[src/logic/sbg_pkg.sv]
package sbg_pkg;
   // Register byte offsets
   localparam logic [7:0] OFF_CMD = 8'h00;
   localparam logic [7:0] OFF_STAT = 8'h04;
   localparam logic [7:0] OFF_ERR = 8'h08;
   localparam logic [7:0] OFF_START_MARK = 8'h10;
   localparam logic [7:0] OFF_USER_OPT = 8'h20;
   localparam logic [7:0] OFF_STOP_MARK = 8'h30;
   localparam logic [7:0] OFF_P1 = 8'h40;
   localparam logic [7:0] OFF_P2 = 8'h44;
   localparam logic [7:0] OFF_P3 = 8'h48;
   localparam logic [7:0] OFF_P4 = 8'h4c;
   // Shadow words read erased after reset, as shipped
   localparam logic [31:0] SHADOW_ERASED = 32'hffff_ffff;
   localparam logic [31:0] START_MARK_SEQ = 32'h05aa_55af;
   localparam int RUN_MODE_BIT = 0;
   // Status bit positions
   localparam int ST_BUSY = 0;
   localparam int ST_BOOT_OK = 1;
   localparam int ST_SEQ = 2;
   localparam int ST_AUTH = 3;
   localparam int ST_KEY_VALID = 4;
   localparam int ST_TIMED_OUT = 5;
   // Engine command codes
   typedef enum logic [3:0] {
      SBG_OP_NONE = 4'h0,
      SBG_OP_INIT = 4'h1,
      SBG_OP_LOAD_PLAIN = 4'h2,
      SBG_OP_DBG_CHAL = 4'h3,
      SBG_OP_DBG_AUTH = 4'h4,
      SBG_OP_SECURE_BOOT = 4'h5,
      SBG_OP_GEN_TAG = 4'h6
   } sbg_op_t;
   // Error codes
   localparam logic [3:0] ERR_NONE = 4'h0;
   localparam logic [3:0] ERR_REFUSED = 4'h1;
   localparam logic [3:0] ERR_KEY_LOCKED = 4'h2;
   localparam logic [3:0] ERR_BAD_CMD = 4'h3;
   localparam logic [3:0] ERR_ENGINE = 4'h4;
   // Timing: internal RC oscillator against pclk
   localparam int PCLK_MHZ = 100;
   localparam int IRC_MHZ = 16;
   localparam int TIMEOUT_IRC_TICKS = 16777216;
   localparam int SYNC_SETTLE = 3;
   localparam int KEY_WORDS = 4;
endpackage

[src/logic/sbg_top.sv]
// The APB register port was chosen for this implementation.
`timescale 1ns/1ps
// What this block does
// - Refuse services with boot-protected keys unless boot tag matched.
// - Debug challenge/authorize work only when no key is write-protected.
// - Successful debug authorize erases the whole user-key area.
// - Load-plain-key copies host key into the volatile key slot.
// - Parallel mode releases core together with engine boot authentication.
// - Parallel mode allows clock switching while authentication continues.
// - Sequential mode gates core clock until authentication completes.
// - Sequential mode timeout of 16M oscillator cycles releases core.
// - Sequential mode blocks clock switching until authentication ends.
// - Erased shadow words default to parallel mode.
// - Sequential mode needs the start marker value at its offset.
// - Option word bit zero low selects sequential, high keeps parallel.
// - Wake into RAM skips authentication; protected keys stay unusable.
// - Initialise command loads firmware and copies valid stored keys.
// - Software issue of the boot authentication command is rejected.
// - Wake through flash boot repeats full authentication sequence.
// - Boot-ok set only when computed tag equals stored boot tag.
module sbg_top #(
   parameter int TIMEOUT_TICKS = sbg_pkg::TIMEOUT_IRC_TICKS
) (
   input wire logic pclk,
   input wire logic presetn,
   input wire logic psel,
   input wire logic penable,
   input wire logic pwrite,
   input wire logic [7:0] paddr,
   input wire logic [31:0] pwdata,
   output logic [31:0] prdata,
   output logic pready,
   output logic pslverr,
   input wire logic boot_from_flash_pin,
   input wire logic wake_pin,
   input wire logic auth_done,
   input wire logic auth_match,
   input wire logic eng_done,
   input wire logic eng_ok,
   input wire logic wp_any,
   input wire logic [15:0] bp_slots,
   input wire logic [1:0] key_rd_addr,
   output logic [31:0] key_rd_data,
   output logic auth_start,
   output logic eng_req,
   output logic [3:0] eng_op,
   output logic [3:0] eng_key_sel,
   output logic erase_user_keys,
   output logic core_rst_release,
   output logic core_clk_en,
   output logic clk_switch_allow,
   output logic boot_ok
);
   typedef enum logic [2:0] {
      B_POR = 3'b000,
      B_EVAL = 3'b001,
      B_AUTH = 3'b010,
      B_RUN = 3'b011
   } sbg_boot_t;
   typedef enum logic [1:0] {
      C_IDLE = 2'b00,
      C_LOAD = 2'b01,
      C_WAIT = 2'b10
   } sbg_cmd_t;

   // Pin synchronisers; stage one feeds only stage two
   logic [1:0] flash_s;
   logic [2:0] wake_s;
   always_ff @(posedge pclk or negedge presetn) begin
      if (!presetn) begin
         flash_s <= '0;
         wake_s <= '0;
      end else begin
         flash_s <= {flash_s[0], boot_from_flash_pin};
         wake_s <= {wake_s[1:0], wake_pin};
      end
   end
   logic boot_flash;
   logic wake_evt;
   assign boot_flash = flash_s[1];
   assign wake_evt = wake_s[1] && !wake_s[2];

   // APB register state
   logic [31:0] start_mark_r, start_mark_nxt, user_opt_r, user_opt_nxt;
   logic [31:0] stop_mark_r, stop_mark_nxt;
   logic [31:0] p_r [sbg_pkg::KEY_WORDS];
   logic [31:0] p_nxt [sbg_pkg::KEY_WORDS];
   logic [31:0] prdata_nxt;
   logic pready_nxt, pslverr_nxt, wr_acc, cmd_wr;
   logic [3:0] err_r, err_nxt;
   logic [31:0] status;
   logic busy;

   function automatic logic mapped(input logic [7:0] a);
      mapped = a inside {sbg_pkg::OFF_CMD, sbg_pkg::OFF_STAT, sbg_pkg::OFF_ERR,
                         sbg_pkg::OFF_START_MARK, sbg_pkg::OFF_USER_OPT,
                         sbg_pkg::OFF_STOP_MARK, sbg_pkg::OFF_P1, sbg_pkg::OFF_P2,
                         sbg_pkg::OFF_P3, sbg_pkg::OFF_P4};
   endfunction

   // Read data is captured in setup so pready can come from a flop; no wait states
   always_comb begin
      wr_acc = psel && penable && pready && pwrite;
      cmd_wr = wr_acc && paddr == sbg_pkg::OFF_CMD;
      pready_nxt = psel && !penable;
      pslverr_nxt = psel && !penable && !mapped(paddr);
      prdata_nxt = prdata;
      start_mark_nxt = start_mark_r;
      user_opt_nxt = user_opt_r;
      stop_mark_nxt = stop_mark_r;
      p_nxt = p_r;
      if (psel && !penable) begin
         case (paddr)
            sbg_pkg::OFF_STAT: prdata_nxt = status;
            sbg_pkg::OFF_ERR: prdata_nxt = {28'h000_0000, err_r};
            sbg_pkg::OFF_START_MARK: prdata_nxt = start_mark_r;
            sbg_pkg::OFF_USER_OPT: prdata_nxt = user_opt_r;
            sbg_pkg::OFF_STOP_MARK: prdata_nxt = stop_mark_r;
            sbg_pkg::OFF_P1: prdata_nxt = p_r[0];
            sbg_pkg::OFF_P2: prdata_nxt = p_r[1];
            sbg_pkg::OFF_P3: prdata_nxt = p_r[2];
            sbg_pkg::OFF_P4: prdata_nxt = p_r[3];
            default: prdata_nxt = 32'h0000_0000;
         endcase
      end
      // Parameters are writable only while idle; writes during busy are dropped
      if (wr_acc && !busy) begin
         case (paddr)
            sbg_pkg::OFF_START_MARK: start_mark_nxt = pwdata;
            sbg_pkg::OFF_USER_OPT: user_opt_nxt = pwdata;
            sbg_pkg::OFF_STOP_MARK: stop_mark_nxt = pwdata;
            sbg_pkg::OFF_P1: p_nxt[0] = pwdata;
            sbg_pkg::OFF_P2: p_nxt[1] = pwdata;
            sbg_pkg::OFF_P3: p_nxt[2] = pwdata;
            sbg_pkg::OFF_P4: p_nxt[3] = pwdata;
            default: ;
         endcase
      end
   end

   always_ff @(posedge pclk or negedge presetn) begin
      if (!presetn) begin
         prdata <= '0;
         pready <= 1'b0;
         pslverr <= 1'b0;
         start_mark_r <= sbg_pkg::SHADOW_ERASED;
         user_opt_r <= sbg_pkg::SHADOW_ERASED;
         stop_mark_r <= sbg_pkg::SHADOW_ERASED;
         p_r <= '{default: '0};
      end else begin
         prdata <= prdata_nxt;
         pready <= pready_nxt;
         pslverr <= pslverr_nxt;
         start_mark_r <= start_mark_nxt;
         user_opt_r <= user_opt_nxt;
         stop_mark_r <= stop_mark_nxt;
         p_r <= p_nxt;
      end
   end

   // Boot sequencing
   sbg_boot_t b_st, b_nxt;
   logic [1:0] settle_r, settle_nxt;
   logic seq_r, seq_nxt, tmo_r, tmo_nxt, expired;
   logic rel_nxt, clk_nxt, sw_nxt, ok_nxt, start_nxt;

   sbg_timeout #(.LIMIT(TIMEOUT_TICKS)) u_tmo (
      .pclk(pclk),
      .presetn(presetn),
      .run(b_st == B_AUTH && seq_r),
      .expired(expired)
   );

   always_comb begin
      b_nxt = b_st;
      settle_nxt = settle_r;
      seq_nxt = seq_r;
      tmo_nxt = tmo_r;
      rel_nxt = core_rst_release;
      clk_nxt = core_clk_en;
      sw_nxt = clk_switch_allow;
      ok_nxt = boot_ok;
      start_nxt = 1'b0;
      case (b_st)
         // Strap is read only after the synchroniser has filled
         B_POR: begin
            settle_nxt = settle_r + 2'h1;
            if (settle_r == 2'(sbg_pkg::SYNC_SETTLE)) begin
               b_nxt = B_EVAL;
            end
         end
         B_EVAL: begin
            ok_nxt = 1'b0;
            tmo_nxt = 1'b0;
            rel_nxt = 1'b1;
            b_nxt = B_RUN;
            clk_nxt = 1'b1;
            sw_nxt = 1'b1;
            if (boot_flash) begin
               seq_nxt = start_mark_r == sbg_pkg::START_MARK_SEQ &&
                         !user_opt_r[sbg_pkg::RUN_MODE_BIT];
               start_nxt = 1'b1;
               b_nxt = B_AUTH;
               if (seq_nxt) begin
                  clk_nxt = 1'b0;
                  sw_nxt = 1'b0;
               end
            end
         end
         B_AUTH: begin
            if (auth_done) begin
               ok_nxt = auth_match;
               clk_nxt = 1'b1;
               sw_nxt = 1'b1;
               b_nxt = B_RUN;
            end else if (expired) begin
               ok_nxt = 1'b0;
               tmo_nxt = 1'b1;
               clk_nxt = 1'b1;
               sw_nxt = 1'b1;
               b_nxt = B_RUN;
            end
         end
         B_RUN: begin
            if (wake_evt) begin
               rel_nxt = 1'b0;
               clk_nxt = 1'b0;
               b_nxt = B_EVAL;
            end
         end
         default: b_nxt = B_POR;
      endcase
   end

   always_ff @(posedge pclk or negedge presetn) begin
      if (!presetn) begin
         b_st <= B_POR;
         settle_r <= '0;
         seq_r <= 1'b0;
         tmo_r <= 1'b0;
         core_rst_release <= 1'b0;
         core_clk_en <= 1'b0;
         clk_switch_allow <= 1'b0;
         boot_ok <= 1'b0;
         auth_start <= 1'b0;
      end else begin
         b_st <= b_nxt;
         settle_r <= settle_nxt;
         seq_r <= seq_nxt;
         tmo_r <= tmo_nxt;
         core_rst_release <= rel_nxt;
         core_clk_en <= clk_nxt;
         clk_switch_allow <= sw_nxt;
         boot_ok <= ok_nxt;
         auth_start <= start_nxt;
      end
   end

   // Command engine
   sbg_cmd_t c_st, c_nxt;
   sbg_pkg::sbg_op_t op_r, op_nxt, new_op;
   logic [1:0] ld_r, ld_nxt;
   logic kv_r, kv_nxt, req_nxt, erase_nxt;
   logic [3:0] sel_nxt;

   assign new_op = sbg_pkg::sbg_op_t'(pwdata[3:0]);
   assign busy = c_st != C_IDLE;

   always_comb begin
      c_nxt = c_st;
      op_nxt = op_r;
      ld_nxt = ld_r;
      kv_nxt = kv_r;
      err_nxt = err_r;
      req_nxt = 1'b0;
      erase_nxt = 1'b0;
      sel_nxt = eng_key_sel;
      case (c_st)
         C_IDLE: begin
            if (cmd_wr) begin
               op_nxt = new_op;
               err_nxt = sbg_pkg::ERR_NONE;
               sel_nxt = p_r[0][3:0];
               case (new_op)
                  sbg_pkg::SBG_OP_LOAD_PLAIN: begin
                     ld_nxt = '0;
                     kv_nxt = 1'b0;
                     c_nxt = C_LOAD;
                  end
                  sbg_pkg::SBG_OP_INIT: begin
                     req_nxt = 1'b1;
                     c_nxt = C_WAIT;
                  end
                  sbg_pkg::SBG_OP_DBG_CHAL, sbg_pkg::SBG_OP_DBG_AUTH: begin
                     if (wp_any) begin
                        err_nxt = sbg_pkg::ERR_REFUSED;
                     end else begin
                        req_nxt = 1'b1;
                        c_nxt = C_WAIT;
                     end
                  end
                  sbg_pkg::SBG_OP_GEN_TAG: begin
                     if (bp_slots[p_r[0][3:0]] && !boot_ok) begin
                        err_nxt = sbg_pkg::ERR_KEY_LOCKED;
                     end else begin
                        req_nxt = 1'b1;
                        c_nxt = C_WAIT;
                     end
                  end
                  sbg_pkg::SBG_OP_SECURE_BOOT: err_nxt = sbg_pkg::ERR_REFUSED;
                  default: err_nxt = sbg_pkg::ERR_BAD_CMD;
               endcase
            end
         end
         C_LOAD: begin
            ld_nxt = ld_r + 2'h1;
            if (ld_r == 2'(sbg_pkg::KEY_WORDS - 1)) begin
               kv_nxt = 1'b1;
               c_nxt = C_IDLE;
            end
         end
         C_WAIT: begin
            if (eng_done) begin
               c_nxt = C_IDLE;
               if (!eng_ok) begin
                  err_nxt = sbg_pkg::ERR_ENGINE;
               end else if (op_r == sbg_pkg::SBG_OP_DBG_AUTH) begin
                  erase_nxt = 1'b1;
                  kv_nxt = 1'b0;
               end
            end
         end
         default: c_nxt = C_IDLE;
      endcase
   end

   always_ff @(posedge pclk or negedge presetn) begin
      if (!presetn) begin
         c_st <= C_IDLE;
         op_r <= sbg_pkg::SBG_OP_NONE;
         ld_r <= '0;
         kv_r <= 1'b0;
         err_r <= sbg_pkg::ERR_NONE;
         eng_req <= 1'b0;
         erase_user_keys <= 1'b0;
         eng_key_sel <= '0;
      end else begin
         c_st <= c_nxt;
         op_r <= op_nxt;
         ld_r <= ld_nxt;
         kv_r <= kv_nxt;
         err_r <= err_nxt;
         eng_req <= req_nxt;
         erase_user_keys <= erase_nxt;
         eng_key_sel <= sel_nxt;
      end
   end
   assign eng_op = op_r;

   // Volatile key slot written word by word from the parameter registers
   sbg_key_ram #(.WIDTH(32), .DEPTH(sbg_pkg::KEY_WORDS), .AW(2)) u_key (
      .pclk(pclk),
      .presetn(presetn),
      .wr_en(c_st == C_LOAD),
      .wr_addr(ld_r),
      .wr_data(p_r[ld_r]),
      .rd_addr(key_rd_addr),
      .rd_data(key_rd_data)
   );

   always_comb begin
      status = '0;
      status[sbg_pkg::ST_BUSY] = busy;
      status[sbg_pkg::ST_BOOT_OK] = boot_ok;
      status[sbg_pkg::ST_SEQ] = seq_r;
      status[sbg_pkg::ST_AUTH] = b_st == B_AUTH;
      status[sbg_pkg::ST_KEY_VALID] = kv_r;
      status[sbg_pkg::ST_TIMED_OUT] = tmo_r;
   end
endmodule

[src/logic/sbg_key_ram.sv]
`timescale 1ns/1ps
// Volatile key slot storage; read data leaves through a register
module sbg_key_ram #(
   parameter int WIDTH = 32,
   parameter int DEPTH = 4,
   parameter int AW = 2
) (
   input wire logic pclk,
   input wire logic presetn,
   input wire logic wr_en,
   input wire logic [AW-1:0] wr_addr,
   input wire logic [WIDTH-1:0] wr_data,
   input wire logic [AW-1:0] rd_addr,
   output logic [WIDTH-1:0] rd_data
);
   logic [WIDTH-1:0] mem [DEPTH];

   // Array has no reset; only the read register does
   always_ff @(posedge pclk) begin
      if (wr_en) begin
         mem[wr_addr] <= wr_data;
      end
   end

   always_ff @(posedge pclk or negedge presetn) begin
      if (!presetn) begin
         rd_data <= '0;
      end else begin
         rd_data <= mem[rd_addr];
      end
   end
endmodule

[src/logic/sbg_timeout.sv]
`timescale 1ns/1ps
// Counts oscillator-rate ticks while run is high; expired is a level
module sbg_timeout #(
   parameter int LIMIT = sbg_pkg::TIMEOUT_IRC_TICKS
) (
   input wire logic pclk,
   input wire logic presetn,
   input wire logic run,
   output logic expired
);
   logic [7:0] acc_r;
   logic [7:0] acc_nxt;
   logic [31:0] cnt_r;
   logic [31:0] cnt_nxt;
   logic tick;

   // Fractional divider: 16 ticks per 100 pclk cycles, no second clock needed
   always_comb begin
      acc_nxt = acc_r + 8'(sbg_pkg::IRC_MHZ);
      tick = 1'b0;
      if (acc_nxt >= 8'(sbg_pkg::PCLK_MHZ)) begin
         acc_nxt = acc_nxt - 8'(sbg_pkg::PCLK_MHZ);
         tick = 1'b1;
      end
      cnt_nxt = cnt_r;
      if (!run) begin
         cnt_nxt = '0;
         acc_nxt = '0;
      end else if (tick && cnt_r != 32'(LIMIT)) begin
         cnt_nxt = cnt_r + 32'h0000_0001;
      end
   end

   always_ff @(posedge pclk or negedge presetn) begin
      if (!presetn) begin
         acc_r <= '0;
         cnt_r <= '0;
      end else begin
         acc_r <= acc_nxt;
         cnt_r <= cnt_nxt;
      end
   end

   assign expired = run && (cnt_r == 32'(LIMIT));
endmodule

[config.mk]
export PLATFORM = sky130hd
export DESIGN_NAME = sbg_top
export DESIGN_NICKNAME = d
export VERILOG_FILES = /design/src/logic/sbg_pkg.sv /design/src/logic/sbg_top.sv /design/src/logic/sbg_key_ram.sv /design/src/logic/sbg_timeout.sv
export SDC_FILE = /design/constraint.sdc
export NUM_CORES = 1
export LEC_CHECK = 0
export BUFFER_PORTS_ARGS = -buffer_cell sky130_fd_sc_hd__buf_2
export CAP_MARGIN = 20
export CORE_MARGIN = 2
export CORE_UTILIZATION = 25
export DETAILED_ROUTE_END_ITERATION = 10
export MAX_ROUTING_LAYER = met4
export SLEW_MARGIN = 25
export SYNTH_ARGS = -nofsm -noshare
export SYNTH_HDL_FRONTEND = slang
export SYNTH_HIERARCHICAL = 1
export SYNTH_SLANG_ARGS = --single-unit
[constraint.sdc]
create_clock -name pclk -period 7 [get_ports pclk]
set_input_delay 1.75 -clock pclk [delete_from_list [all_inputs] [get_ports pclk]]
set_output_delay 1.75 -clock pclk [all_outputs]
set_load 0.005 [all_outputs]
==> results of run 1 <==
## worst paths after layout
check / from / endpoint / slack [ns] / depth (start not counted)
worst max-delay path: paddr[7] / p_r[47] / 2.80 / 8
worst min-delay path: flash_s[0] / flash_s[1] / 0.35 / 0
worst max register to register: b_st[0] / b_st[0] / 3.59 / 12
worst min register to register: flash_s[0] / flash_s[1] / 0.35 / 0
max in group asynchronous: presetn / prdata[16] / 4.40 / 2
min in group asynchronous: presetn / u_tmo/acc_r[4] / 1.13 / 1
## sequential cells by signal, summed over array words and instances, names as in the netlist, 2 cells and up
name           count
p_r              128
u_key/mem        128
prdata            32
start_mark_r      32
stop_mark_r       32
u_key/rd_data     32
u_tmo/cnt_r       32
user_opt_r        32
u_tmo/acc_r        6
eng_key_sel        4
eng_op             4
err_r              3
wake_s             3
b_st               2
c_st               2
flash_s            2
ld_r               2
settle_r           2
## logic make-up (layout without fill, tap and decap cells)
kind of cell             after synthesis  after routing  synth area share
adder cells (fa/ha/maj)               13             13           0.00747
other                                  0             12                 0
buffers and inverters                114            289            0.0246
flip-flops                           490            490             0.598
multiplexers                         365            365             0.239
AND/OR/NAND/NOR                      310            310            0.0737
XOR/XNOR                              12             12           0.00483
AO/OA/AOI/OAI                        155            155            0.0522
## layout make-up
cell class	count	area, µm²
fillers	8654	61000
flip-flops and latches	490	13000
repair buffers	171	946
inverters	24	90.1
diodes	12	30.0
clock inverters	33	323
multi-input cells	855	8260
well taps	1155	1450
clock buffers	61	1380
## metal layers
| metal | vias to the layer above | global-route usage | part of all wire | wire length (µm) |
|---|---|---|---|---|
| met5 | - | - | 0 | 0 |
| met4 | 0 | 0.0407 | 0.026 | 1480 |
| met3 | 89 | 0.0355 | 0.074 | 4270 |
| met2 | 394 | 0.201 | 0.47 | 26800 |
| met1 | 6959 | 0.171 | 0.43 | 24900 |
| li1 | 5836 | - | - | - |
## cells in the final DEF, fill, tap and decap left out, types with 17 or more instances in the layout
cell	Yosys	final
a21oi_1	17	17
a221oi_1	27	27
a22o_1	30	30
buf_2	23	148
buf_4	6	20
clkbuf_16	0	52
dfrtp_1	266	264
dfstp_2	96	96
edfxtp_1	128	128
inv_1	24	24
mux2_1	66	66
mux2_2	195	195
mux4_2	95	95
nand2_1	68	68
nand3_1	32	31
nand4_1	19	19
nor2_1	89	88
o21ai_0	31	31
## per-stage QoR
step	total power, µW	std cells	instance area [µm²]	setup WS, ns	hold slack (ns)
floorplan	3270	1459	21800	3.33	0.331
global placement	3460	2694	23700	2.24	0.333
detailed placement	3480	2694	23700	2.20	0.336
CTS	6240	2788	25400	2.85	0.347
global route	6400	2801	25500	2.70	0.363
finish	6150	2801	25500	2.80	0.346
## critical path, delay by kind of cell
family	cells	cell delay (ns)
AND/OR/NAND/NOR	4	1.48
multiplexers	1	0.38
buffers and inverters	3	1.04
## power breakdown
group          total (µW)  switching (µW)  internal, µW
registers            3030            43.2          2980
clock network        2740            1180          1560
logic                 387             247           140
total                6150            1470          4680
==> reports/qor.txt, run 1 <==
maximum clock rate: 238 MHz
Hold Path Class: flip-flop to flip-flop
DIE HEIGHT: 299 µm
most common cell in the netlist: dfrtp_1
PwrDens: 241 mW/mm²
Slew Viols, Final: 0
initial antenna violation count: 17
syn_nets: 1,542
post-route setup TNS: 0 ns
hpwl dp: 38.5 mm
cell mode on critical path: buf_4
largest net degree at the start of global routing: 165
DRT Wirelength: 57.5 mm
die area: 0.0894 mm²
Overflow after GRT: 0
worst-margin pin slew: 1.05 ns
status: finished clean
Max stage delay cell, worst path: nor3_4
top cells by area, synth: dfrtp_1, edfxtp_1, dfstp_2
area share of the largest cell type after synthesis: 0.306
sequential area share after synthesis: 0.598
ys flop type: dfrtp_1
CTS buffer count: 50
Synth top cells by count: dfrtp_1, mux2_2, edfxtp_1
DR WL/cell: 20.5 µm
Post-CTS Setup Inserts: 0
Max-Cap Viols: 0
Area Growth Syn to Fin: 17.1%
post-route antenna net violation count: 0
required time of the critical path: 7.49 ns
Rows: 108
Final Hold Fails: 0
clk_lat worst skew: 0.62 ns
flops & latches, synth: 490
Clock Sinks: 490
worst stage delay on the critical path: 0.58 ns
CTS tree: built
# hold bufs at CTS: 0
Setup Crit Path Kind: input port to flip-flop
Buffers on Ports: 150
Max Root-Sink Buffers: 3
Vias/cell: 4.74
H-tree Lvls: 2
CP Launch Type: input port
Cell Area, Synth: 0.0218 mm²
post-layout min period: 4.20 ns
Placer Congestion: 0.830
RSZ-0062 raised after global routing: no
Post-synth EDFFs: 128
Distinct cells, synth: 70
leak pwr: 0.0106 µW
Tcrit/Tclk final: 0.600
initial detailed-routing violation count: 954
syn avg cell area: 14.9 µm²
drc violations: 0
Resize count post-CTS: 0
Final Core Density: 0.295
largest area contributor in the netlist: dfrtp_1
CTS clk-pin slew, worst paths: 0.06 ns
global-route wire length before repair: 87.9 mm
CP arrival: 4.69 ns
vias in the first global route: 13.8k
1st-pass router iterations: 5
layout cell share with drive strength beyond 1: 0.406
CTS Root Cell: clkbuf_16
slew margin rel.: 0.297
Mapped Cells: 1,459
Setup-failing EPs final: 0
Core Box Area: 0.0865 mm²
VDD IR max: 0.173 mV
GR Util All Layers: 0.132
total number of vias: 13.3k
synth warn: 6
Worst setup EP type: flip-flop
die width: 299 µm
Initial Utilization: 0.252
critical path peak fanout: 39
critical path, cell by cell: buf_2, or3_1, nor3_2, buf_4, nand2_1, nor3_4, buf_4, mux2_2
top-level I/O count: 151
nets: 1,675
Post-synth ARST share: 0.739
clock skew: 0.0416 ns
Note: power is estimated with default switching activity, not from simulation.
==> run 2: changes to the inputs <==
clock period = 4.4 ns   (was 7 ns; I/O delays follow)
==> run 2 against run 1 <==
  * Global-route usage grew 0.39 points
  * Critical path type is now flip-flop to flip-flop
  * Largest cell class unchanged
  * Sequential share of layout area shrank 0.19 points
  * Routed wire length grew 3.2%
  * Utilization grew 0.11 points
  * Clock skew shrank 0.0023 ns
  * Final cell count grew 0.50%
  * Non-clock buffer count grew 16
==> reports/qor.txt, run 2 (synthesized netlist as in run 1, its figures left out) <==
CTS buffer count: 49
post-layout min period: 3.11 ns
clock skew: 0.0393 ns
PwrDens: 378 mW/mm²
Storage cell area: 0.0130 mm²
CTS Root Cell: clkbuf_16
Max Root-Sink Buffers: 3
Reg2Reg Setup Slack: 1.29 ns
Hold Path Class: flip-flop to flip-flop
leak pwr: 0.0107 µW
clk_lat worst skew: 0.61 ns
nets: 1,690
Vias/cell: 4.80
VDD IR max: 0.252 mV
layout cell share with drive strength beyond 1: 0.412
drc violations: 0
Final Hold Fails: 0
hpwl dp: 40.1 mm
post-route antenna net violation count: 0
DR WL/cell: 21.1 µm
status: finished clean
global-route wire length before repair: 90.3 mm
Placer Congestion: 0.840
post-route setup TNS: 0 ns
Clock Sinks: 490
post-route design area: 0.0256 mm²
Rows: 108
Max-Cap Viols: 0
DRT Wirelength: 59.4 mm
FF-to-FF path depth: 11
maximum clock rate: 322 MHz
worst-margin pin slew: 1.05 ns
post-placement setup slack: 0.869 ns
Resize count post-CTS: 0
total number of vias: 13.5k
DIE HEIGHT: 299 µm
critical path peak fanout: 11
Setup Crit Path Kind: flip-flop to flip-flop
HP Start: flash_s[0]
die area: 0.0894 mm²
Setup-failing EPs final: 0
commonest cells after routing, fill and taps aside: dfrtp_1, mux2_2, buf_2, edfxtp_1, dfstp_2
die width: 299 µm
R2R Path Start: b_st[0]
Top Registers: p_r (128), u_key/mem (128)
hold path cells: 0
initial antenna violation count: 16
Tcrit/Tclk final: 0.706
PnR worst setup slack: 1.29 ns
required time of the critical path: 4.87 ns
Post-DP Area: 0.0239 mm²
CP Launch Type: flip-flop
1st-pass router iterations: 5
RSZ-0062 raised after global routing: no
initial detailed-routing violation count: 1,106
Initial Utilization: 0.252
Buffers on Ports: 150
commonest non-fill, non-tap cell in the layout: dfrtp_1
H-tree Lvls: 2
largest net degree at the start of global routing: 107
Slew Viols, Final: 0
GR Util All Layers: 0.136
CTS tree: built
Core Box Area: 0.0865 mm²
CTS clk-pin slew, worst paths: 0.06 ns
Post-CTS Setup Inserts: 0
Critical R2R Capture: b_st[0]
slew margin rel.: 0.301
combined area of the multi-input logic cells: 0.00826 mm²
WHS Endpoint: flash_s[1]
# hold bufs at CTS: 0
Area Growth Syn to Fin: 17.6%
Fillers: 8,642
Worst setup EP type: flip-flop
top-level I/O count: 151
CP arrival: 3.57 ns
Overflow after GRT: 0
vias in the first global route: 14.1k
## run 2: cell types whose count changed in the layout (fill, tap and decap cells not counted), moves of 2 or more
cell	previous run	this run
buf_12	2	6
clkbuf_1	5	10
clkbuf_16	52	50
clkinv_2	11	9
clkinv_1	10	3
clkinvlp_4	2	8
buf_4	20	32
## run 2: area by class of cell
cell class                 instances  area share
sequential                       490       0.509
multi-input combinational        855       0.323
tap                             1155      0.0565
clock buffer                      63      0.0520
timing repair buffer             187      0.0436
clock inverter                    29      0.0114
inverter                          24     0.00352
antenna                           12     0.00117
## run 2: power by group
group          switching, µW  internal, µW  total, µW
clock network           1870          2350       4210
registers               81.7          4750       4830
logic                    391           231        622
## run 2: critical path, stage by stage (launching register included)
cell	delay [ns]
dfrtp_1	0.41
inv_1	0.14
ha_1	0.32
and2_1	0.19
nand2_1	0.08
nor4_1	0.35
nand4_1	0.50
inv_1	0.30
nor3b_1	0.12
a21o_1	0.19
a21oi_1	0.24
o21ai_0	0.14
## run 2: routing by layer
metal,global-route usage,vias to the layer above,wire (µm)
met1,0.179,7095,26100
met4,0.0481,0,1790
met2,0.202,448,27100
li1,-,5862,-
met3,0.0342,103,4380
met5,-,-,0
## run 2: how the worst max path moves through the flow
| stage | start | end | slack, ns | depth (start not counted) |
|---|---|---|---|---|
| global route | b_st[0] | b_st[0] | 1.01 | 11 |
| floorplan | c_st[1] | u_key/mem[0][0] | 0.73 | 3 |
| global placement | paddr[7] | start_mark_r[0] | 0.89 | 7 |
| detailed placement | paddr[7] | start_mark_r[8] | 0.87 | 7 |
| finish | b_st[0] | b_st[0] | 1.29 | 11 |
| CTS | b_st[0] | b_st[0] | 1.30 | 11 |
## run 2: stage by stage
stage	hold slack [ns]	total power (µW)	cells	util
floorplan	0.331	5190	1459	-
global placement	0.334	5520	2711	0.277
detailed placement	0.336	5540	2711	0.277
CTS	0.349	9790	2803	0.296
global route	0.350	10000	2814	0.296
finish	0.348	9660	2815	0.296
==> run 3: changes to the inputs <==
ABC_AREA = 1   (was unset)
clock period = 3.2 ns   (was 4.4 ns; I/O delays follow)
==> run 3 against run 2 <==
  * Sequential share of layout area shrank 2.2 points
  * Non-clock buffer count grew 16
  * Largest cell class unchanged
  * Die area grew 4.5%
  * Clock skew shrank 0.0016 ns
  * Final cell count grew 43%
  * Routed wire length grew 14%
  * Highest routed layer unchanged
  * Setup slack lost 0.31 ns
==> reports/qor.txt, run 3 <==
H-tree Lvls: 2
CP Launch Type: flip-flop
Non-Filler Instances: 4,036
drc violations: 0
Reg2Reg Setup Slack: 0.99 ns
CTS buffer count: 53
nets: 2,895
critical path peak fanout: 31
Max stage delay cell, worst path: dfrtp_1
GR met1 Demand/Resource: 0.194
Top Registers: p_r (128), u_key/mem (128)
Post-DP Area: 0.0249 mm²
largest area contributor in the netlist: dfrtp_1
DRT Wirelength: 67.6 mm
CTS tree: built
met3 Track Usage GR: 0.0263
DIE HEIGHT: 306 µm
switching part of the total power: 0.240
Buffers on Ports: 150
total number of vias: 18.3k
die width: 306 µm
GR Util All Layers: 0.148
Max-Cap Viols: 0
post-route design area: 0.0267 mm²
PwrDens: 520 mW/mm²
ys flop type: dfrtp_1
slew margin rel.: 0.488
Post-synth ARST share: 0.739
worst hold slack: 0.129 ns
Worst setup EP type: flip-flop
clock skew: 0.0377 ns
synth warn: 6
# hold bufs at CTS: 0
area share of the largest cell type after synthesis: 0.293
layout cell share with drive strength beyond 1: 0.153
combined area of the multi-input logic cells: 0.00801 mm²
Tcrit/Tclk final: 0.691
Overflow after GRT: 0
largest net degree at the start of global routing: 76
initial detailed-routing violation count: 1,781
Distinct cells, synth: 43
GR peak layer: met2
Initial Utilization: 0.252
Setup Crit Path Kind: flip-flop to flip-flop
delay-heaviest family, CP: simple AND/OR/NAND/NOR gates
CTS Root Cell: clkbuf_16
R2R Path Start: b_st[0]
Max Root-Sink Buffers: 3
Cell Area, Synth: 0.0228 mm²
post-route antenna net violation count: 0
Clock Sinks: 490
global-route wire length before repair: 105 mm
Core Box Area: 0.0901 mm²
Area Growth Syn to Fin: 17.5%
Post-synth EDFFs: 128
Synth top cells by count: nand2_1, inv_1, o21ai_0
CP bufs+invs: 3
Setup-failing EPs final: 0
sequential area share after synthesis: 0.572
commonest cells after routing, fill and taps aside: nand2_1, inv_1, o21ai_0, dfrtp_1, nand3_1
maximum clock rate: 452 MHz
hpwl dp: 45.8 mm
critical path, cell by cell: inv_1, ha_1, nand2_1, inv_1, nand2_2, nor2_2, nand2_1, nor2_2, nand2_2, nand2_4, inv_2, o21ai_1
required time of the critical path: 3.72 ns
Rows: 110
DR WL/cell: 16.8 µm
post-layout min period: 2.21 ns
dpl cells: 3,933
worst stage delay on the critical path: 0.42 ns
worst-margin pin slew: 0.768 ns
status: finished clean
top cells by area, synth: dfrtp_1, edfxtp_1, nand2_1
most common cell in the netlist: nand2_1
Storage cell area: 0.0130 mm²
sequential fraction of design power: 0.475
flops & latches, synth: 490
VDD IR max: 0.418 mV
Cell Int Power: 10,600 µW
FF-to-FF path depth: 12
CP arrival: 2.73 ns
Gate power share: 0.062
syn_nets: 2,757
leak pwr: 0.0121 µW
Worst path depth: 12
die area: 0.0935 mm²
initial antenna violation count: 2
clk_lat worst skew: 0.63 ns
vias in the first global route: 17.4k
Mapped Cells: 2,674
Slew Viols, Final: 0
Vias/cell: 4.53
Resize count post-CTS: 0
RSZ-0062 raised after global routing: no
NetSw: 3340 µW
commonest non-fill, non-tap cell in the layout: nand2_1
syn avg cell area: 8.51 µm²
top-level I/O count: 151
grt met2 use: 0.237
Final Hold Fails: 0
Hold Path Class: input port to async pin
1st-pass router iterations: 5
clock share of power: 0.463
Placer Congestion: 0.914
Fillers: 9,452
CTS clk-pin slew, worst paths: 0.06 ns
Post-CTS Setup Inserts: 0
Critical R2R Capture: u_tmo/cnt_r[1]
## run 3: cell count changes in the layout (fill, tap and decap cells not counted), sizes merged, moves of 27 or more
cell    previous run  this run
mux2             261         0
nand3             34       163
inv               27       296
nand2             68       912
nor2              90       158
a221oi            27         0
o21ai             32       348
a22o              30         0
mux4              97         0
## run 3: per-stage QoR
step / power [µW] / worst slack, ns / util / TNS (ns)
floorplan: 7130 / -0.151 / - / -19.36
global placement: 7580 / 0.565 / 0.276 / 0
detailed placement: 7590 / 0.531 / 0.276 / 0
CTS: 14100 / 0.945 / 0.297 / 0
global route: 14400 / 0.771 / 0.297 / 0
finish: 13900 / 0.988 / 0.297 / 0
## run 3: how the worst max path moves through the flow
stage / from / endpoint / slack (ns)
after detailed placement: paddr[1] / p_r[51] / 0.53
after CTS: b_st[0] / u_tmo/cnt_r[1] / 0.95
final: b_st[0] / u_tmo/cnt_r[1] / 0.99
after global routing: b_st[0] / u_tmo/cnt_r[1] / 0.77
after floorplan: c_st[0] / u_key/mem[1][0] / -0.15
after global placement: paddr[1] / p_r[59] / 0.56
## run 3: layer usage
layer  up-vias  wire length [µm]
met5         -                 0
li1       8919                 -
met4         0              1530
met3        96              3960
met1      8707             30300
met2       542             31800
## run 3: worst reg2reg max path: stages (launching register included)
cell and delay [ns]:
dfrtp_1 0.42, inv_1 0.10, ha_1 0.17, nand2_1 0.07
inv_1 0.16, nand2_2 0.08, nor2_2 0.17, nand2_1 0.09
nor2_2 0.12, nand2_2 0.08, nand2_4 0.26, inv_2 0.21
o21ai_1 0.18
## run 3: area by class of cell
cell class | count | area share
sequential | 490 | 0.487
multi-input combinational | 1771 | 0.300
clock buffer | 72 | 0.0541
timing repair buffer | 203 | 0.0485
tap | 1176 | 0.0550
inverter | 293 | 0.0413
antenna | 3 | 0.000281
clock inverter | 28 | 0.0142
## run 3: logic make-up (layout without fill, tap and decap cells)
kind of cell    Yosys count  after routing  synth area share
fa+ha+maj                13             13           0.00715
buf+inv                 413            596            0.0771
flops                   490            490             0.572
compound gates          436            436             0.100
simple gates           1307           1307             0.237
other cells               0              3                 0
xor+xnor                 15             15           0.00610
## run 3: power by group through the flow
stage	logic, µW	registers (µW)	clock network, µW
after detailed placement	872	6710	0
after CTS	877	6600	6590
after floorplan	429	6700	0
after global placement	864	6710	0
after global routing	969	6610	6840
final	859	6600	6440
